==> src/rtl/drt_pkg.sv <==
// Purpose: Shared constants and the state type of the dual rank transceiver.
// Assumes: 32-bit APB data, one aligned word per register.
// Notes: Control pin indices describe the synchronised control vector.
package drt_pkg;

    // ------------------------------------------------------------
    // Data and pin layout
    // ------------------------------------------------------------
    localparam int DATA_W = 8;
    localparam int CTL_W = 10;
    localparam int CTL_DRIVE_B_N = 0;
    localparam int CTL_DRIVE_A_N = 1;
    localparam int CTL_CLK_A = 2;
    localparam int CTL_CLK_B = 3;
    localparam int CTL_EN_A_N = 4;
    localparam int CTL_EN_B_N = 5;
    localparam int CTL_GA_HI = 6;
    localparam int CTL_GA_LO_N = 7;
    localparam int CTL_GB_HI = 8;
    localparam int CTL_GB_LO_N = 9;

    // ------------------------------------------------------------
    // Register map
    // ------------------------------------------------------------
    localparam logic [7:0] ADDR_CTRL = 8'h00;
    localparam logic [7:0] ADDR_STATUS = 8'h04;
    localparam logic [7:0] ADDR_LOG = 8'h08;
    localparam int CTRL_LATCH_BIT = 0;
    localparam int CTRL_LOG_EN_BIT = 1;
    localparam logic [1:0] CTRL_RESET = 2'h0;
    localparam int STAT_RANK_A_LSB = 0;
    localparam int STAT_RANK_B_LSB = 8;
    localparam int STAT_OE_A_N_BIT = 16;
    localparam int STAT_OE_B_N_BIT = 17;
    localparam int STAT_COUNT_LSB = 18;
    localparam int LOG_ID_BIT = 8;
    localparam int LOG_VALID_BIT = 31;
    localparam logic [7:0] RANK_RESET = 8'h00;

    // ------------------------------------------------------------
    // Whole module state
    // ------------------------------------------------------------
    typedef struct packed {
        logic [CTL_W-1:0] ctl_s1;
        logic [CTL_W-1:0] ctl_s2;
        logic [DATA_W-1:0] a_s1;
        logic [DATA_W-1:0] a_s2;
        logic [DATA_W-1:0] b_s1;
        logic [DATA_W-1:0] b_s2;
        logic [1:0] clk_prev;
        logic [DATA_W-1:0] rank_a;
        logic [DATA_W-1:0] rank_b;
        logic [DATA_W-1:0] a_out;
        logic [DATA_W-1:0] b_out;
        logic a_oe_n;
        logic b_oe_n;
        logic [1:0] ctrl;
        logic [1:0][DATA_W:0] log_mem;
        logic wr_ptr;
        logic rd_ptr;
        logic [1:0] count;
        logic ack;
        logic err;
        logic [31:0] rdata;
    } drt_state_t;

endpackage : drt_pkg

==> src/rtl/drt_xcvr.sv <==
// Purpose: Dual rank 8-bit bus register/latch transceiver with an APB slave.
// Assumes: All bus and control pins are asynchronous to pclk and pass two flip-flops first.
// Notes: In register mode, ranks load at the pclk edge after a synchronised rank clock rises.
//
// The APB slave port and the placing of the registers are this design's own decisions.
`timescale 1ns/1ps
`default_nettype none

module drt_xcvr
    import drt_pkg::*;
#(
    parameter bit INVERT_OUT = 1'b0
) (
    input wire logic pclk,                         // APB and core clock
    input wire logic presetn,                      // Async reset, active low
    input wire logic psel,                         // APB select
    input wire logic penable,                      // APB access phase
    input wire logic pwrite,                       // APB write
    input wire logic [7:0] paddr,                  // APB byte address
    input wire logic [31:0] pwdata,                // APB write data
    output logic [31:0] prdata,                    // APB read data
    output logic pready,                           // APB ready
    output logic pslverr,                          // APB error, unmapped address
    input wire logic drive_b_side_n,               // Output control toward B
    input wire logic drive_a_side_n,               // Output control toward A
    input wire logic rank_a_clock,                 // Rank A clock
    input wire logic rank_b_clock,                 // Rank B clock
    input wire logic rank_a_load_en_n,             // Rank A clock enable
    input wire logic rank_b_load_en_n,             // Rank B clock enable
    input wire logic rank_a_gate_hi,               // Rank A gate, high active
    input wire logic rank_a_gate_lo_n,             // Rank A gate, low active
    input wire logic rank_b_gate_hi,               // Rank B gate, high active
    input wire logic rank_b_gate_lo_n,             // Rank B gate, low active
    input wire logic [DATA_W-1:0] a_side_port_in,  // A bus level
    output logic [DATA_W-1:0] a_side_port_out,     // A bus drive value
    output logic a_side_port_oe_n,                 // A bus enable, low drives
    input wire logic [DATA_W-1:0] b_side_port_in,  // B bus level
    output logic [DATA_W-1:0] b_side_port_out,     // B bus drive value
    output logic b_side_port_oe_n                  // B bus enable, low drives
);

    // ------------------------------------------------------------
    // Helpers
    // ------------------------------------------------------------
    function automatic logic [DATA_W-1:0] polarity(input logic [DATA_W-1:0] d);
        polarity = INVERT_OUT ? ~d : d;
    endfunction : polarity

    function automatic logic rank_loads(input logic latch_mode, input logic rise, input logic en_n,
                                        input logic g_hi, input logic g_lo_n);
        rank_loads = latch_mode ? (g_hi | ~g_lo_n) : (rise & ~en_n);
    endfunction : rank_loads

    drt_state_t q;
    drt_state_t d;
    logic [CTL_W-1:0] ctl_pins;
    logic [CTL_W-1:0] c;
    logic rise_a;
    logic rise_b;
    logic log_room;
    logic load_a;
    logic load_b;
    logic [DATA_W-1:0] src_a;
    logic [DATA_W-1:0] src_b;
    logic setup;
    logic done;

    assign ctl_pins = {rank_b_gate_lo_n, rank_b_gate_hi, rank_a_gate_lo_n, rank_a_gate_hi,
                       rank_b_load_en_n, rank_a_load_en_n, rank_b_clock, rank_a_clock,
                       drive_a_side_n, drive_b_side_n};
    assign c = q.ctl_s2;
    assign rise_a = c[CTL_CLK_A] & ~q.clk_prev[0];
    assign rise_b = c[CTL_CLK_B] & ~q.clk_prev[1];
    // Loads are dropped while the capture log is enabled and not empty, so that
    // a slow reader loses no captured word; the rank holds meanwhile.
    assign log_room = ~q.ctrl[CTRL_LOG_EN_BIT] | (q.count == 2'd0);
    assign load_a = log_room & rank_loads(q.ctrl[CTRL_LATCH_BIT], rise_a, c[CTL_EN_A_N],
                                          c[CTL_GA_HI], c[CTL_GA_LO_N]);
    assign load_b = log_room & rank_loads(q.ctrl[CTRL_LATCH_BIT], rise_b, c[CTL_EN_B_N],
                                          c[CTL_GB_HI], c[CTL_GB_LO_N]);
    // Each rank from its own bus
    assign src_a = q.a_oe_n ? q.a_s2 : q.a_out;
    assign src_b = q.b_oe_n ? q.b_s2 : q.b_out;
    assign setup = psel & ~penable;
    assign done = psel & penable & q.ack;

    assign pready = penable & q.ack;
    assign pslverr = penable & q.ack & q.err;
    assign prdata = q.rdata;
    assign a_side_port_out = q.a_out;
    assign a_side_port_oe_n = q.a_oe_n;
    assign b_side_port_out = q.b_out;
    assign b_side_port_oe_n = q.b_oe_n;

    // ------------------------------------------------------------
    // Next state
    // ------------------------------------------------------------
    always_comb begin
        logic [1:0] pushes;
        logic pop;
        logic ptr;
        pushes = 2'd0;
        pop = 1'b0;
        ptr = q.wr_ptr;
        d = q;
        d.ctl_s1 = ctl_pins;
        d.ctl_s2 = q.ctl_s1;
        d.a_s1 = a_side_port_in;
        d.a_s2 = q.a_s1;
        d.b_s1 = b_side_port_in;
        d.b_s2 = q.b_s1;
        d.clk_prev = {c[CTL_CLK_B], c[CTL_CLK_A]};
        if (load_a) begin
            d.rank_a = src_a;
        end
        if (load_b) begin
            d.rank_b = src_b;
        end
        d.b_oe_n = c[CTL_DRIVE_B_N];
        d.a_oe_n = c[CTL_DRIVE_A_N];
        d.b_out = polarity(d.rank_a);
        d.a_out = polarity(d.rank_b);
        if (q.ctrl[CTRL_LOG_EN_BIT] && !q.ctrl[CTRL_LATCH_BIT]) begin
            if (load_a) begin
                d.log_mem[ptr] = {1'b0, src_a};
                ptr = ~ptr;
                pushes = pushes + 2'd1;
            end
            if (load_b) begin
                d.log_mem[ptr] = {1'b1, src_b};
                ptr = ~ptr;
                pushes = pushes + 2'd1;
            end
        end
        d.wr_ptr = ptr;
        d.ack = 1'b0;
        if (setup) begin
            d.ack = 1'b1;
            d.err = 1'b0;
            d.rdata = 32'h0000_0000;
            if (paddr == ADDR_CTRL) begin
                d.rdata[1:0] = q.ctrl;
            end else if (paddr == ADDR_STATUS) begin
                d.rdata[STAT_RANK_A_LSB +: DATA_W] = q.rank_a;
                d.rdata[STAT_RANK_B_LSB +: DATA_W] = q.rank_b;
                d.rdata[STAT_OE_A_N_BIT] = q.a_oe_n;
                d.rdata[STAT_OE_B_N_BIT] = q.b_oe_n;
                d.rdata[STAT_COUNT_LSB +: 2] = q.count;
            end else if (paddr == ADDR_LOG) begin
                d.rdata[LOG_VALID_BIT] = (q.count != 2'd0);
                d.rdata[DATA_W:0] = (q.count != 2'd0) ? q.log_mem[q.rd_ptr] : 9'h000;
            end else begin
                d.err = 1'b1;
            end
        end
        if (done && pwrite && paddr == ADDR_CTRL) begin
            d.ctrl = pwdata[1:0];
        end
        if (done && !pwrite && paddr == ADDR_LOG && q.count != 2'd0) begin
            pop = 1'b1;
            d.rd_ptr = ~q.rd_ptr;
        end
        d.count = q.count + pushes - {1'b0, pop};
    end

    always_ff @(posedge pclk or negedge presetn) begin
        if (!presetn) begin
            q <= '0;
            q.ctl_s1 <= 10'h3ff;
            q.ctl_s2 <= 10'h3ff;
            q.clk_prev <= 2'h3;
            q.rank_a <= RANK_RESET;
            q.rank_b <= RANK_RESET;
            // Outputs start as the driven image of the reset ranks, so the
            // crosswise relation already holds at the first edge after release.
            q.a_out <= {DATA_W{INVERT_OUT}} ^ RANK_RESET;
            q.b_out <= {DATA_W{INVERT_OUT}} ^ RANK_RESET;
            q.a_oe_n <= 1'b1;
            q.b_oe_n <= 1'b1;
            q.ctrl <= CTRL_RESET;
        end else begin
            q <= d;
        end
    end
endmodule : drt_xcvr

`default_nettype wire

==> config.mk <==
export PLATFORM = sky130hd
export DESIGN_NAME = drt_xcvr
export DESIGN_NICKNAME = d
export VERILOG_FILES = /design/src/rtl/drt_pkg.sv /design/src/rtl/drt_xcvr.sv
export SDC_FILE = /design/constraint.sdc
export NUM_CORES = 1
export LEC_CHECK = 0
export BUFFER_PORTS_ARGS = -buffer_cell sky130_fd_sc_hd__buf_2
export CELL_PAD_IN_SITES_DETAIL_PLACEMENT = 2
export CELL_PAD_IN_SITES_GLOBAL_PLACEMENT = 2
export CORE_MARGIN = 10
export CORE_UTILIZATION = 37
export DETAILED_ROUTE_END_ITERATION = 7
export PLACE_DENSITY_LB_ADDON = 0.15
export SLEW_MARGIN = 25
export SYNTH_ARGS = -nofsm -noshare
export SYNTH_HDL_FRONTEND = slang
export SYNTH_SLANG_ARGS = --single-unit
==> constraint.sdc <==
create_clock -name pclk -period 5 [get_ports pclk]
set_input_delay 0.25 -clock pclk [delete_from_list [all_inputs] [get_ports pclk]]
set_output_delay 0.25 -clock pclk [all_outputs]
set_load 0.03 [all_outputs]
==> flow_metrics.tcl <==
set metrics [dict create \
    portBuffers 81 \
    path_delay_family "adder cells" \
    grt_max_degree 54 \
    dp_hpwl_um 8340 \
    crit_fanout 11 \
    crit_path_end_kind "flip-flop" \
    area_growth_pct 24.0 \
    setup_viol 0 \
    yosysMostFrequentCell "dfrtp_1" \
    synthTopCellsByArea "dfrtp_1 49%, dfstp_2 13%, buf_4 7.7%" \
    antenna_left 0 \
    die_area_um2 18100 \
    clk_latency_ns 0.41 \
    post-route-period-util_pct 58.4 \
    synth_area_um2 4850 \
    cts_setup_buffers 0 \
    clock.fmax_mhz 343 \
    gp_congestion 0.783 \
    drive_gt1_share_pct 37.0 \
    dr.pass1.iters 4 \
    seq_power_share_pct 40.8 \
    die_width_um 134 \
    hold_viol 0 \
    grt_first_pass_wirelength_um 20400 \
    cts_resized 0 \
    clk_pin_slew_ns 0.05 \
    finalClockSkew_ns 0.00586 \
    cts_made_buffers 17 \
    critPathMaxStageDelay_ns 0.53 \
    finalSetupTns_ns 0 \
    status "finished, final reports clean" \
    tightest_slew_ns 0.862 \
    critPathKind "flip-flop to flip-flop" \
    final_net_count 529 \
    wl_per_cell_um 19.5 \
    area.sequential_um2 3010 \
    die_y_um 134 \
    core_area_um2 12700 \
    track_usage_pct 14.8 \
    placementRows 41 \
    antenna_found_initial 0 \
    rsz0062_at_grt "false" \
    fill_cells 1307 \
    clkPwrFrac_pct 49.2 \
    p_switching_mw 0.642 \
    powerDensity_nw_per_um2 440 \
    grt_pass1_vias 3614 \
    sw_frac_of_total_pct 24.3 \
    clockRootBuffer "clkbuf_16" \
    synthCells 378 \
    synth_edf_count 0 \
    vias 3087 \
    slew_headroom_pct 42.5 \
    period_minus_slack_ns 2.92 \
    syn_area_per_cell_um2 12.8 \
    slew_viol_final 0 \
    drv_cap 0 \
    io_pins 123 \
    vias_per_cell 4.82 \
    power_frac_comb_pct 9.9 \
    drtIter0Drc 245 \
    clockBufferDepth 2 \
    final_area_um2 6010 \
    cts_sinks 119 \
    synth_area_leader_cell "dfrtp_1" \
    cellLeakagePower_nw 2.81 \
    async_flop_share_pct 100 \
    cp_slowest_cell "dfstp_2" \
    intPower_mw 2.00 \
    synth_top_area_share_pct 49.0 \
    seq_area_frac_synth_pct 62.0 \
    peakVddDrop_uv 199 \
    initial_utilization_pct 38.1 \
    min_path_type "input port to flip-flop" \
    diodes 0 \
    path_buf_inv 2 \
    synthFlopType "dfrtp_1" \
    synth_seq_cells 119 \
    cts_tree "built" \
    crit_required_ns 5.34 \
    grt_overflow 0 \
    crit_chain "nor4b_1 > a21oi_2 > nor2b_1 > buf_4 > ha_1 > nand2_1 > ha_1 > inv_1 > ha_1 > xnor2_1 > xnor2_1 > xnor2_1" \
    start_kind "flip-flop" \
    drt_wl_total_um 12500 \
    synth_common_cells "95 x dfrtp_1, 50 x buf_4, 24 x dfstp_2" \
    remaining_drc_errors 0 \
    dpl-instance-area_um2 5110 \
    cp.arrival_ns 3.26 \
    multi_input_area_um2 1380 \
    ys_warn_count 0 \
    ys_types 46 \
    h-tree-depth 4 \
]
==> sequential cells by signal, summed over array words and instances (netlist names) <==
signal,count
a_side_port_out,8
a_side_port_oe_n,1
c,10
b_side_port_oe_n,1
q,44
b_side_port_out,8
d,26
prdata,21
==> worst paths after layout <==
check | from | endpoint | slack (ns) | cells past startpoint
setup / recovery | c[2]$_DFF_PN1_ | q[35]$_DFF_PN0_ | 2.08 | 12
hold / removal | pwdata[1] | q[57]$_DFFE_PN0P_ | 0.07 | 2
setup reg to reg | c[2]$_DFF_PN1_ | q[35]$_DFF_PN0_ | 2.08 | 12
hold reg to reg | d[110]$_DFF_PN0_ | q[110]$_DFF_PN0_ | 0.34 | 0
max in group asynchronous | presetn | q[99]$_DFF_PN0_ | 3.57 | 3
min in group asynchronous | presetn | prdata[31]$_DFFE_PN0P_ | 0.34 | 2
==> kinds of logic after synthesis <==
group	Yosys count	share of synthesized area (%)
xor+xnor	7	1.26
simple gates	74	8.03
other cells	1	0.0773
compound gates	59	9.75
fa+ha+maj	3	0.774
buf+inv	79	10.2
flops	119	62.0
mux	36	7.85
==> worst register-to-register path: cells and delay by family (launching register included) <==
family                   cells  cell delay [ns]
XOR/XNOR                     3             0.45
adder cells (fa/ha/maj)      3             0.67
AND/OR/NAND/NOR              3             0.67
flip-flops                   1             0.53
buffers and inverters        2             0.33
AO/OA/AOI/OAI                1             0.20
==> routing by layer <==
layer,global-route usage (%),share of wire [%],vias to the layer above
met3,4.49,4.6,24
met2,23.7,49,70
met5,0,0,-
met4,6.95,2.2,0
li1,-,-,1408
met1,17.8,44,1585
==> repair_timing <==
action	in CTS	in global routing
endpoints found under the setup margin	0	0
hold buffers	27	0
endpoints found under the hold margin	47	0
==> cell type report <==
class | instances | share of cell area [%]
clock buffer | 25 | 8.24
sequential | 119 | 50.0
tap | 172 | 3.58
timing repair buffer | 114 | 12.0
inverter | 13 | 0.811
clock inverter | 7 | 2.33
multi-input combinational | 190 | 23.0
==> layout by cell type, fill, tap and decap left out, types with 13 or more instances in the layout <==
master / instances
dfstp_2: 24
nand2_1: 22
mux2_2: 16
dlygate4sd3_1: 27
mux2i_1: 20
dfrtp_1: 95
inv_1: 13
buf_2: 80
clkbuf_16: 17
nor2_1: 16
==> per-stage QoR <==
stage / total power, mW / setup WS (ns) / instances / util (%) / hold slack, ns
after floorplan: 1.28 / 2.36 / 388 / - / -0.0456
after global routing: 2.75 / 1.86 / 640 / 47.3 / 0.0750
after CTS: 2.68 / 2.02 / 640 / 47.3 / 0.0609
after global placement: 1.34 / 1.96 / 581 / 40.1 / 0.247
final: 2.65 / 2.08 / 640 / 47.3 / 0.0700
after detailed placement: 1.35 / 1.94 / 581 / 40.1 / 0.259
==> power by group through the flow <==
| stage | sequential (mW) | combinational [mW] | clock [mW] |
|---|---|---|---|
| after detailed placement | 1.10 | 0.249 | 0 |
| after global placement | 1.09 | 0.243 | 0 |
| after CTS | 1.08 | 0.269 | 1.32 |
| after floorplan | 1.07 | 0.206 | 0 |
| final | 1.08 | 0.263 | 1.30 |
| after global routing | 1.09 | 0.288 | 1.37 |
Note: power is estimated with default switching activity, not from simulation.
